===== config.mk =====
export PLATFORM = sky130hd
export DESIGN_NAME = pems_device_flat
export DESIGN_NICKNAME = d
export VERILOG_FILES = /design/src/verilog/pems_pkg.sv /design/src/verilog/pems_if.sv /design/src/verilog/pems_device.sv /design/src/flat_wrapper.sv
export SDC_FILE = /design/constraint.sdc
export NUM_CORES = 1
export LEC_CHECK = 0
export BUFFER_PORTS_ARGS = -buffer_cell sky130_fd_sc_hd__buf_2
export CAP_MARGIN = 15
export CELL_PAD_IN_SITES_DETAIL_PLACEMENT = 1
export CELL_PAD_IN_SITES_GLOBAL_PLACEMENT = 2
export CORE_ASPECT_RATIO = 1.2
export CORE_MARGIN = 1
export CORE_UTILIZATION = 40
export CTS_CLUSTER_SIZE = 25
export DETAILED_ROUTE_END_ITERATION = 8
export PLACE_DENSITY = 0.79
export SETUP_SLACK_MARGIN = 0.3
export SLEW_MARGIN = 30
export SYNTH_ARGS = -nofsm -noshare
export SYNTH_HDL_FRONTEND = slang
export SYNTH_SLANG_ARGS = --single-unit
export TNS_END_PERCENT = 1

===== constraint.sdc =====
create_clock -name pclk -period 9.3 [get_ports pclk]
set_input_delay 1.86 -clock pclk [delete_from_list [all_inputs] [get_ports pclk]]
set_output_delay 1.86 -clock pclk [all_outputs]
set_load 0.02 [all_outputs]

===== src/verilog/pems_pkg.sv =====
// Constants shared by the amplifier sequencer and its controller
package pems_pkg;
   // ----------------------------------------
   // Clock and times
   // ----------------------------------------
   localparam int  CLK_MHZ          = 250;
   localparam int  T_PD_DELAY_US    = 725;
   localparam int  PD_DELAY_CYC     = T_PD_DELAY_US * CLK_MHZ;
   localparam int  T_STARTUP_MAX_US = 650;
   localparam int  STARTUP_CYC      = T_STARTUP_MAX_US * CLK_MHZ;
   localparam int  T_PD_PULSE_US    = 1;
   localparam int  PD_PULSE_CYC     = T_PD_PULSE_US * CLK_MHZ;
   localparam int  T_ERR_PULSE_NS   = 350;
   localparam int  ERR_PULSE_CYC    = (T_ERR_PULSE_NS * CLK_MHZ + 999) / 1000;
   localparam int  T_HP_PULSE_NS    = 350;
   localparam int  HP_PULSE_CYC     = (T_HP_PULSE_NS * CLK_MHZ + 999) / 1000;
   localparam int  T_ERR_HOLD_MS    = 300;
   localparam int  ERR_HOLD_CYC     = T_ERR_HOLD_MS * 1000 * CLK_MHZ;
   localparam real T_SWITCH_MIN_MS  = 0.2;
   localparam int  SW_UNIT_CYC      = int'(T_SWITCH_MIN_MS * 1000.0 * CLK_MHZ);
   localparam int  T_RESET_MIN_US   = 100;
   localparam int  RESET_MIN_CYC    = T_RESET_MIN_US * CLK_MHZ;
   // ----------------------------------------
   // Device registers
   // ----------------------------------------
   localparam logic [7:0] REG_HP_CFG      = 8'h05;
   localparam logic [7:0] REG_VOL_CFG     = 8'h0E;
   localparam logic [7:0] REG_START_STOP  = 8'h1A;
   localparam logic [7:0] HP_CFG_RST      = 8'h10;
   localparam logic [7:0] VOL_CFG_RST     = 8'h02;
   localparam logic [7:0] START_STOP_RST  = 8'h00;
   localparam int         HP_DISABLE_BIT  = 4;
   localparam logic [11:0] VOL_STEPS_BASE = 12'h100;
   localparam logic [4:0] STEP_FR_LOW     = 5'h04;
   localparam logic [4:0] STEP_FR_MID     = 5'h08;
   localparam logic [4:0] STEP_FR_HIGH    = 5'h10;
   typedef enum logic [1:0] {
      RATE_UPTO_48K = 2'h0,
      RATE_UPTO_96K = 2'h1,
      RATE_ABOVE_96K = 2'h2
   } pems_rate_t;
   // ----------------------------------------
   // Controller registers on APB
   // ----------------------------------------
   localparam logic [7:0] CTL_CTRL     = 8'h00;
   localparam logic [7:0] CTL_REG_ACC  = 8'h04;
   localparam logic [7:0] CTL_STATUS   = 8'h08;
   localparam logic [7:0] CTL_IRQ_STAT = 8'h0C;
   localparam logic [7:0] CTL_IRQ_MASK = 8'h10;
   localparam int CTRL_RUN  = 0;
   localparam int CTRL_PD   = 1;
   localparam int CTRL_HP   = 2;
   localparam int ACC_READ  = 16;
   localparam int IRQ_FAULT     = 0;
   localparam int IRQ_STAGE_OFF = 1;
   localparam int IRQ_SAFE_OFF  = 2;
   localparam int IRQ_STAGE_ON  = 3;
endpackage : pems_pkg


===== src/verilog/pems_if.sv =====
// Control pins between the system controller and the amplifier sequencer
`timescale 1ns/100ps
`default_nettype none
interface pems_if;
   logic       reset_n;
   logic       power_down_request_n;
   logic       back_end_error_n;
   logic       headphone_select;
   logic       reg_we;
   logic [7:0] reg_addr;
   logic [7:0] reg_wdata;
   logic [7:0] reg_rdata;
   logic       power_stage_enable;
   logic       fault_o;
   logic       fault_oe;
   wire        fault_n_line;

   // Open-drain line with pull-up
   assign fault_n_line = fault_oe ? fault_o : 1'b1;

   modport dev (
      input  reset_n, power_down_request_n, back_end_error_n, headphone_select,
      input  reg_we, reg_addr, reg_wdata,
      output reg_rdata, power_stage_enable, fault_o, fault_oe
   );
   modport ctl (
      output reset_n, power_down_request_n, back_end_error_n, headphone_select,
      output reg_we, reg_addr, reg_wdata,
      input  reg_rdata, power_stage_enable, fault_n_line
   );
endinterface : pems_if
`default_nettype wire


===== src/verilog/pems_device.sv =====
// Amplifier power-down, error recovery, volume ramp and headphone switch sequencer
//
// A simple write-strobe register port on the link pins was chosen for this implementation.
`timescale 1ns/100ps
`default_nettype none
module pems_device #(
   parameter int unsigned PD_DELAY_CYC = pems_pkg::PD_DELAY_CYC,
   parameter int unsigned STARTUP_CYC  = pems_pkg::STARTUP_CYC,
   parameter int unsigned ERR_HOLD_CYC = pems_pkg::ERR_HOLD_CYC,
   parameter int unsigned SW_UNIT_CYC  = pems_pkg::SW_UNIT_CYC
) (
   // Clock and reset
   input  wire logic        pclk,
   input  wire logic        presetn,
   // Control pins
   pems_if.dev              link,
   // Chip-side status
   input  wire logic        frame_tick,
   input  wire logic [1:0]  rate_class,
   input  wire logic        gate_drive_supply_ok,
   input  wire logic        regulator_voltage_ok,
   input  wire logic        fault_event,
   input  wire logic        soft_mute,
   // Chip-side controls
   output logic             bridge_low_z,
   output logic             hp_outputs_enable,
   output logic             speaker_outputs_enable,
   output logic [11:0]      volume_level,
   output logic             ramp_busy
);
   // ----------------------------------------
   // Types and functions
   // ----------------------------------------
   typedef enum logic [2:0] {
      ST_OFF     = 3'h0,
      ST_START   = 3'h1,
      ST_RUN     = 3'h3,
      ST_PD_WAIT = 3'h2,
      ST_PD_OFF  = 3'h6,
      ST_ERR     = 3'h4
   } pems_seq_t;
   typedef enum logic [1:0] {
      HP_IDLE = 2'h0,
      HP_DOWN = 2'h1,
      HP_SW   = 2'h3,
      HP_UP   = 2'h2
   } pems_hp_t;

   function automatic logic [4:0] step_frames(input logic [1:0] rc);
      unique case (rc)
         pems_pkg::RATE_UPTO_48K: step_frames = pems_pkg::STEP_FR_LOW;
         pems_pkg::RATE_UPTO_96K: step_frames = pems_pkg::STEP_FR_MID;
         default:                 step_frames = pems_pkg::STEP_FR_HIGH;
      endcase
   endfunction : step_frames

   function automatic logic [31:0] sw_cycles(input logic [7:0] per);
      sw_cycles = 32'((33'(per) + 33'h1) * 33'(SW_UNIT_CYC));
   endfunction : sw_cycles

   // ----------------------------------------
   // Registers behind the device port
   // ----------------------------------------
   logic [7:0] hp_cfg_q;
   logic [7:0] vol_cfg_q;
   logic [7:0] ss_per_q;
   logic [7:0] rdata_q;
   wire  [7:0] rdata_d = (link.reg_addr == pems_pkg::REG_HP_CFG)     ? hp_cfg_q  :
                         (link.reg_addr == pems_pkg::REG_VOL_CFG)    ? vol_cfg_q :
                         (link.reg_addr == pems_pkg::REG_START_STOP) ? ss_per_q  : 8'h00;

   always_ff @(posedge pclk or negedge presetn) begin
      if (!presetn) begin
         hp_cfg_q  <= pems_pkg::HP_CFG_RST;
         vol_cfg_q <= pems_pkg::VOL_CFG_RST;
         ss_per_q  <= pems_pkg::START_STOP_RST;
         rdata_q   <= 8'h00;
      end else begin
         if (link.reg_we && link.reg_addr == pems_pkg::REG_HP_CFG)     hp_cfg_q  <= link.reg_wdata;
         if (link.reg_we && link.reg_addr == pems_pkg::REG_VOL_CFG)    vol_cfg_q <= link.reg_wdata;
         if (link.reg_we && link.reg_addr == pems_pkg::REG_START_STOP) ss_per_q  <= link.reg_wdata;
         rdata_q <= rdata_d;
      end
   end
   assign link.reg_rdata = rdata_q;

   // ----------------------------------------
   // Power sequencer
   // ----------------------------------------
   pems_seq_t   seq_q, seq_d;
   logic [31:0] cnt_q, cnt_d;
   logic        stage_en_q;
   logic        fault_oe_q;
   logic        low_z_q;
   wire         supplies_ok = gate_drive_supply_ok && regulator_voltage_ok;
   wire         pd_req      = !link.power_down_request_n;
   wire         err_req     = !link.back_end_error_n;
   wire         cnt_end_st  = cnt_q >= STARTUP_CYC - 1;
   wire         cnt_end_pd  = cnt_q >= PD_DELAY_CYC - 1;
   wire         cnt_end_err = cnt_q >= ERR_HOLD_CYC - 1;

   always_comb begin
      seq_d = seq_q;
      cnt_d = cnt_q + 32'h1;
      if (!link.reset_n) begin
         seq_d = ST_OFF;
         cnt_d = 32'h0;
      end else begin
         unique case (seq_q)
            ST_OFF: begin
               seq_d = pd_req ? ST_PD_OFF : ST_START;
               cnt_d = 32'h0;
            end
            ST_START: begin
               if (err_req) begin
                  seq_d = ST_ERR;
                  cnt_d = 32'h0;
               end else if (pd_req) begin
                  seq_d = ST_PD_OFF;
               end else if (cnt_end_st) begin
                  seq_d = ST_RUN;
               end
            end
            ST_RUN: begin
               cnt_d = 32'h0;
               if (err_req) seq_d = ST_ERR;
               else if (pd_req) seq_d = ST_PD_WAIT;
            end
            ST_PD_WAIT: begin
               if (err_req) begin
                  seq_d = ST_ERR;
                  cnt_d = 32'h0;
               end else if (cnt_end_pd) begin
                  seq_d = ST_PD_OFF;
               end
            end
            ST_PD_OFF: begin
               cnt_d = 32'h0;
               if (!pd_req) seq_d = ST_START;
            end
            ST_ERR: begin
               if (!cnt_end_err) begin
                  cnt_d = cnt_q + 32'h1;
               end else begin
                  cnt_d = cnt_q;
                  if (!err_req) begin
                     seq_d = pd_req ? ST_PD_OFF : ST_RUN;
                     cnt_d = 32'h0;
                  end
               end
            end
            default: begin
               seq_d = ST_OFF;
               cnt_d = 32'h0;
            end
         endcase
      end
   end

   wire stage_en_d = (seq_d == ST_RUN || seq_d == ST_PD_WAIT) && supplies_ok;

   always_ff @(posedge pclk or negedge presetn) begin
      if (!presetn) begin
         seq_q      <= ST_OFF;
         cnt_q      <= 32'h0;
         stage_en_q <= 1'b0;
         fault_oe_q <= 1'b0;
         low_z_q    <= 1'b1;
      end else begin
         seq_q      <= seq_d;
         cnt_q      <= cnt_d;
         stage_en_q <= stage_en_d;
         fault_oe_q <= link.reset_n && (fault_event || !supplies_ok);
         low_z_q    <= !supplies_ok;
      end
   end
   assign link.power_stage_enable = stage_en_q;
   assign link.fault_o            = 1'b0;
   assign link.fault_oe           = fault_oe_q;
   assign bridge_low_z            = low_z_q;

   // ----------------------------------------
   // Headphone select filter and switch-over
   // ----------------------------------------
   pems_hp_t    hp_q;
   logic        hp_sel_q;
   logic        hp_on_q;
   logic [7:0]  hp_flt_q;
   logic [31:0] sw_cnt_q;
   logic        hp_en_q;
   logic        spk_en_q;
   wire         hp_diff   = link.headphone_select != hp_sel_q;
   wire         hp_accept = hp_diff && (hp_flt_q >= 8'(pems_pkg::HP_PULSE_CYC - 1));
   wire         sw_done   = sw_cnt_q >= sw_cycles(ss_per_q) - 32'h1;

   // ----------------------------------------
   // Volume ramp
   // ----------------------------------------
   logic [11:0] vol_q;
   logic [4:0]  frm_q;
   logic        busy_q;
   wire  [11:0] vol_full = 12'(pems_pkg::VOL_STEPS_BASE << vol_cfg_q[1:0]);
   wire         mute     = soft_mute || hp_q == HP_DOWN || hp_q == HP_SW ||
                           seq_q != ST_RUN;
   wire  [11:0] vol_tgt  = mute ? 12'h000 : vol_full;
   wire         step_end = frame_tick && (frm_q >= step_frames(rate_class) - 5'h1);

   always_ff @(posedge pclk or negedge presetn) begin
      if (!presetn) begin
         hp_q     <= HP_IDLE;
         hp_sel_q <= 1'b0;
         hp_on_q  <= 1'b0;
         hp_flt_q <= 8'h00;
         sw_cnt_q <= 32'h0;
         hp_en_q  <= 1'b0;
         spk_en_q <= 1'b0;
      end else begin
         hp_flt_q <= hp_diff ? hp_flt_q + 8'h1 : 8'h00;
         if (hp_accept) hp_sel_q <= link.headphone_select;
         unique case (hp_q)
            HP_IDLE: if (hp_sel_q != hp_on_q) hp_q <= HP_DOWN;
            HP_DOWN: begin
               sw_cnt_q <= 32'h0;
               if (vol_q == 12'h000) hp_q <= HP_SW;
            end
            HP_SW: begin
               sw_cnt_q <= sw_cnt_q + 32'h1;
               if (sw_done) begin
                  hp_on_q <= hp_sel_q;
                  hp_q    <= HP_UP;
               end
            end
            HP_UP: if (vol_q == vol_tgt) hp_q <= HP_IDLE;
         endcase
         hp_en_q  <= hp_on_q || !hp_cfg_q[pems_pkg::HP_DISABLE_BIT];
         spk_en_q <= !hp_on_q && stage_en_q;
      end
   end

   always_ff @(posedge pclk or negedge presetn) begin
      if (!presetn) begin
         vol_q  <= 12'h000;
         frm_q  <= 5'h00;
         busy_q <= 1'b0;
      end else begin
         busy_q <= vol_q != vol_tgt;
         if (vol_q == vol_tgt) begin
            frm_q <= 5'h00;
         end else if (step_end) begin
            frm_q <= 5'h00;
            vol_q <= (vol_q < vol_tgt) ? vol_q + 12'h1 : vol_q - 12'h1;
         end else if (frame_tick) begin
            frm_q <= frm_q + 5'h1;
         end
      end
   end

   assign hp_outputs_enable      = hp_en_q;
   assign speaker_outputs_enable = spk_en_q;
   assign volume_level           = vol_q;
   assign ramp_busy              = busy_q;
endmodule : pems_device
`default_nettype wire


===== src/flat_wrapper.sv =====
// flat-port wrapper written by rule: the top's interface ports become plain ports
module pems_device_flat 
#(
   parameter int unsigned PD_DELAY_CYC = pems_pkg::PD_DELAY_CYC,
   parameter int unsigned STARTUP_CYC  = pems_pkg::STARTUP_CYC,
   parameter int unsigned ERR_HOLD_CYC = pems_pkg::ERR_HOLD_CYC,
   parameter int unsigned SW_UNIT_CYC  = pems_pkg::SW_UNIT_CYC
)
  (pclk, presetn, frame_tick, rate_class, gate_drive_supply_ok, regulator_voltage_ok, fault_event, soft_mute, bridge_low_z, hp_outputs_enable, speaker_outputs_enable, volume_level, ramp_busy, link_reset_n, link_power_down_request_n, link_back_end_error_n, link_headphone_select, link_reg_we, link_reg_addr, link_reg_wdata, link_reg_rdata, link_power_stage_enable, link_fault_o, link_fault_oe);
  pems_if link_i ();
  input  wire logic pclk;
  input  wire logic presetn;
  input  wire logic frame_tick;
  input  wire logic [1:0] rate_class;
  input  wire logic gate_drive_supply_ok;
  input  wire logic regulator_voltage_ok;
  input  wire logic fault_event;
  input  wire logic soft_mute;
  output logic bridge_low_z;
  output logic hp_outputs_enable;
  output logic speaker_outputs_enable;
  output logic [11:0] volume_level;
  output logic ramp_busy;
  input wire logic [$bits(link_i.reset_n)-1:0] link_reset_n;
  input wire logic [$bits(link_i.power_down_request_n)-1:0] link_power_down_request_n;
  input wire logic [$bits(link_i.back_end_error_n)-1:0] link_back_end_error_n;
  input wire logic [$bits(link_i.headphone_select)-1:0] link_headphone_select;
  input wire logic [$bits(link_i.reg_we)-1:0] link_reg_we;
  input wire logic [$bits(link_i.reg_addr)-1:0] link_reg_addr;
  input wire logic [$bits(link_i.reg_wdata)-1:0] link_reg_wdata;
  output wire logic [$bits(link_i.reg_rdata)-1:0] link_reg_rdata;
  output wire logic [$bits(link_i.power_stage_enable)-1:0] link_power_stage_enable;
  output wire logic [$bits(link_i.fault_o)-1:0] link_fault_o;
  output wire logic [$bits(link_i.fault_oe)-1:0] link_fault_oe;
  assign link_i.reset_n = link_reset_n;
  assign link_i.power_down_request_n = link_power_down_request_n;
  assign link_i.back_end_error_n = link_back_end_error_n;
  assign link_i.headphone_select = link_headphone_select;
  assign link_i.reg_we = link_reg_we;
  assign link_i.reg_addr = link_reg_addr;
  assign link_i.reg_wdata = link_reg_wdata;
  assign link_reg_rdata = link_i.reg_rdata;
  assign link_power_stage_enable = link_i.power_stage_enable;
  assign link_fault_o = link_i.fault_o;
  assign link_fault_oe = link_i.fault_oe;
  pems_device #(.PD_DELAY_CYC(PD_DELAY_CYC), .STARTUP_CYC(STARTUP_CYC), .ERR_HOLD_CYC(ERR_HOLD_CYC), .SW_UNIT_CYC(SW_UNIT_CYC)) u_core (.pclk(pclk), .presetn(presetn), .link(link_i), .frame_tick(frame_tick), .rate_class(rate_class), .gate_drive_supply_ok(gate_drive_supply_ok), .regulator_voltage_ok(regulator_voltage_ok), .fault_event(fault_event), .soft_mute(soft_mute), .bridge_low_z(bridge_low_z), .hp_outputs_enable(hp_outputs_enable), .speaker_outputs_enable(speaker_outputs_enable), .volume_level(volume_level), .ramp_busy(ramp_busy));
endmodule

==> results <==
- The global-route usage over all layers is 20.6%.
- The count of synthesis-stage warnings from yosys is 0.
- The total power divided by cell area is 147 nW/µm².
- Timing would allow up to 132 MHz.
- The number of synthesized flops with an enable pin is 0.
- The class of the most critical hold timing path is reg2reg.
- The count of distinct cell types in the synthesized netlist is 65.
- The count of hold-fix buffers inserted at cts is 0.
- The via count of the first global-routing pass is 8441.
- After layout, the worst path uses 81.2% of the clock period.
- The vias per cell is 5.44.
- The mean post-synth cell area is 9.21 µm².
- The total core area is 24100 µm².
- The setup clock skew after layout is 0.00998 ns.
- The DRC violations left is 0.
- TritonCTS built the clock tree.
- The tool flagged a number of max-cap violations equal to 0.
- The post-route worst hold slack is 0.453 ns.
- The initial antenna violation count is 0.
- For met2 alone, demand over resource in global routing was 37.1%.
- Across all layers, the routed design uses 7996 vias.
- Of the cells placed in the final design, the portion with a size suffix greater than 1 is 11.7%.
- Setup violations remaining at the end of the flow were counted as 0.
- The CTS clock-pin slew for the worst setup and hold paths is 0.06 ns.
- The tree is rooted in a sky130_fd_sc_hd__clkbuf_16.
- The final antenna-violating net count is 0.
- The total area of multi-input combinational cells is 6180 µm².
- The worst register-to-register path has a depth of 27.
- For the pin with the worst max-slew slack, the measured transition is 0.906 ns.
- The post-synthesis cell area is 9930 µm².
- The final antenna diode count is 0.
- The synthesized instance count is 1078.
- The initial core utilization is 41.2%.
- The number of buffers added for setup after CTS is 0.
- The first global-routing pass estimated 42200 µm of wire.
- Setup repair after global routing left no endpoint under its margin.
- Post-CTS repair changed the size of 0 cells.
- For this run, the post-layout net count is 1288.
- Counting every net in the synthesized netlist gives 1230.
- Entering global routing, the biggest net connects 74 pins.
- For this design, the sink count on the clock tree is 134.
- The chip height is 175 µm.
- The number of buffers on the longest clock path is 2.
- The routability-driven placement congestion ratio is 0.814.
- The global routing usage on met1 is 25.2%.
- The number of max-slew violations in the final report is 0.
- The run finished with clean final reports.
- The number of design-rule violations left by the first detailed-router iteration is 211.
- The synthesized flop and latch total is 134.
- The final critical path time including I/O delays and setup is 7.55 ns.
- The layer flagged by global routing as most heavily used is met2.
- The cell count of the worst hold path is 1.
- The post-detailed-route wirelength per cell is 16.6 µm.
- In this run the number of H-tree levels came out at 4.
- Summed over all failing endpoints, the final setup total negative slack is 0 ns.
- Counting the fill cells in the layout gives 2822.
- The area growth from synthesis to layout is 12.9%.
- The wire length after detailed routing is 24500 µm.
- The share of synthesized registers carrying an async set or reset is 100%.
- Cells fill 46.5% of the core in the end.
- The startpoint type of the worst setup path is a flop.
- The detailed-placement wirelength estimate is 18500 µm.
- The number of top-level pins is 57.
- The number of CTS-inserted buffers is 17.
- The worst vdd rail ir drop is 0.117 mV.
- Total power for the finished layout comes to 1.65 mW.
- The sequential standard cell area is 3360 µm².
- The floorplan step defined a die boundary enclosing 25500 µm².
- The met3 layer usage reported by global route is 3.19%.
- The total overflow left after global routing is 0.
- In this run the static leakage power is 5.49 nW.
- The total iterations of the first detailed-routing run is 4.
- The required time of the worst setup path is 9.61 ns.
- The number of buffer cells added on primary ports is 55.
- In this run the tightest slew margin relative to its limit is 39.4%.
- The count of final hold-check violations is 0.
- The startpoint-to-endpoint class of the critical path is reg2reg.
- Along the worst path, the maximum fanout reaches 10.
- The category of the worst setup path capture point is a flop.
- The share of the yosys chip area belonging to registers is 33.8%.
- After layout, the worst setup slack is 1.75 ns.
- The floorplan has 62 rows.
- The die is 146 µm wide.
- The primary flip-flop cell chosen by synthesis mapping is sky130_fd_sc_hd__dfrtp_1.
- The arrival time at the worst endpoint is 7.86 ns.
- The clock latency at the later pin of the worst-skew pair is 0.43 ns.
- The worst slack at placement is 1.74 ns.
==> sequential cells by signal, summed over array words and instances (netlist names), 2 cells and up <==
signal,flops
u_core.seq_q,3
u_core.hp_flt_q,8
u_core.hp_cfg_q,8
u_core.frm_q,5
u_core.cnt_q,32
u_core.link.reg_rdata,8
u_core.ss_per_q,8
u_core.volume_level,12
u_core.vol_cfg_q,8
u_core.hp_q,2
u_core.sw_cnt_q,32
==> power breakdown <==
part           internal, mW  total (mW)  switching [mW]
Clock                 0.440       0.719           0.279
Combinational         0.115       0.281           0.167
Sequential            0.612       0.647          0.0359
==> cells in the mapped netlist, types with 12 or more instances <==
master | count | share of area, %
sky130_fd_sc_hd__ha_1 | 104 | 13
sky130_fd_sc_hd__nor3_1 | 23 | 1.2
sky130_fd_sc_hd__and3_1 | 14 | 0.88
sky130_fd_sc_hd__nand4_1 | 26 | 1.6
sky130_fd_sc_hd__dfrtp_1 | 131 | 33
sky130_fd_sc_hd__o21ai_0 | 39 | 2.0
sky130_fd_sc_hd__clkbuf_1 | 17 | 0.64
sky130_fd_sc_hd__inv_1 | 83 | 3.1
sky130_fd_sc_hd__xnor2_1 | 61 | 5.4
sky130_fd_sc_hd__a21oi_1 | 54 | 2.7
sky130_fd_sc_hd__a21o_1 | 28 | 2.1
sky130_fd_sc_hd__nand2_1 | 88 | 3.3
sky130_fd_sc_hd__nand3_1 | 54 | 2.7
sky130_fd_sc_hd__xor2_1 | 38 | 3.4
sky130_fd_sc_hd__nor2_1 | 93 | 3.5
sky130_fd_sc_hd__nor4_1 | 12 | 0.76
sky130_fd_sc_hd__mux2_2 | 27 | 3.1
sky130_fd_sc_hd__mux2i_1 | 14 | 1.4
sky130_fd_sc_hd__fa_1 | 18 | 3.6
==> layer usage <==
layer,vias to the layer above,part of all wire [%]
met1,3981,45
met4,0,1.6
met2,48,52
li1,3943,-
met5,-,0
met3,24,1.6
==> cell families (layout without fill, tap and decap cells) <==
group | Yosys count | after routing | synth area share [%]
AOI/OAI and AO/OA | 195 | 195 | 13.1
xor gates and xnor gates | 99 | 99 | 8.73
adders and majority gates | 122 | 122 | 16.7
buffers and inverters | 106 | 177 | 4.09
DFF | 134 | 134 | 33.8
muxes | 41 | 41 | 4.47
other | 1 | 1 | 0.0378
and+or+nand+nor | 380 | 380 | 19.0
==> final timing paths <==
kind	start	end	slack [ns]
min	u_core.hp_flt_q[0]$_DFF_PN0_	u_core.hp_flt_q[0]$_DFF_PN0_	0.45
max reg2reg	u_core.ss_per_q[0]$_DFFE_PN0P_	u_core.hp_on_q$_DFFE_PN0P_	1.75
max in group asynchronous	presetn	u_core.vol_cfg_q[7]$_DFFE_PN0P_	6.80
min reg2reg	u_core.hp_flt_q[0]$_DFF_PN0_	u_core.hp_flt_q[0]$_DFF_PN0_	0.45
max	u_core.ss_per_q[0]$_DFFE_PN0P_	u_core.hp_on_q$_DFFE_PN0P_	1.75
min in group asynchronous	presetn	u_core.volume_level[5]$_DFFE_PN0P_	1.42
==> metrics by stage <==
step                      cells  cell area, µm²
after detailed placement   1437           10600
final                      1469           11200
after CTS                  1469           11200
after global placement     1437           10600
after global routing       1469           11200
after floorplan            1078            9930
==> worst max-delay path, cell delays in order (launching register included) <==
cell and delay (ns):
sky130_fd_sc_hd__dfrtp_1 0.56, sky130_fd_sc_hd__ha_1 0.37, sky130_fd_sc_hd__nand3_1 0.13, sky130_fd_sc_hd__xor2_1 0.28
sky130_fd_sc_hd__inv_1 0.14, sky130_fd_sc_hd__ha_1 0.34, sky130_fd_sc_hd__ha_1 0.31, sky130_fd_sc_hd__fa_1 0.55
sky130_fd_sc_hd__inv_1 0.06, sky130_fd_sc_hd__fa_1 0.54, sky130_fd_sc_hd__inv_1 0.04, sky130_fd_sc_hd__ha_1 0.35
sky130_fd_sc_hd__nand2_1 0.10, sky130_fd_sc_hd__a21boi_0 0.14, sky130_fd_sc_hd__or3_1 0.40, sky130_fd_sc_hd__a211oi_2 0.27
sky130_fd_sc_hd__or3b_4 0.44, sky130_fd_sc_hd__a2111o_1 0.46, sky130_fd_sc_hd__nand2b_1 0.18, sky130_fd_sc_hd__xnor2_1 0.15
sky130_fd_sc_hd__ha_1 0.30, sky130_fd_sc_hd__nand4_1 0.14, sky130_fd_sc_hd__or2_2 0.32, sky130_fd_sc_hd__o22ai_1 0.11
sky130_fd_sc_hd__a21oi_1 0.06, sky130_fd_sc_hd__a211oi_1 0.30, sky130_fd_sc_hd__o21bai_1 0.11, sky130_fd_sc_hd__mux2_2 0.28
==> cell type report <==
cell class                      instances  share of cell area (%)
Tap cell                              320                    3.57
Inverter                               83                    2.78
Timing Repair Buffer                   62                    3.01
Clock buffer                           20                    4.07
Multi-Input combinational cell        838                    55.1
Clock inverter                         12                    1.48
Sequential cell                       134                    30.0
==> layout by cell type (no fill, tap or decap), types with 22 or more instances in the layout <==
| cell | n |
|---|---|
| sky130_fd_sc_hd__nor3_1 | 22 |
| sky130_fd_sc_hd__mux2_2 | 27 |
| sky130_fd_sc_hd__nand3_1 | 54 |
| sky130_fd_sc_hd__a21o_1 | 28 |
| sky130_fd_sc_hd__inv_1 | 83 |
| sky130_fd_sc_hd__xnor2_1 | 61 |
| sky130_fd_sc_hd__nor2_1 | 92 |
| sky130_fd_sc_hd__a21oi_1 | 54 |
| sky130_fd_sc_hd__dfrtp_1 | 131 |
| sky130_fd_sc_hd__o21ai_0 | 39 |
| sky130_fd_sc_hd__buf_2 | 54 |
| sky130_fd_sc_hd__xor2_1 | 38 |
| sky130_fd_sc_hd__nand2_1 | 88 |
| sky130_fd_sc_hd__ha_1 | 104 |
| sky130_fd_sc_hd__nand4_1 | 26 |
(Power assumes the default switching activity.)
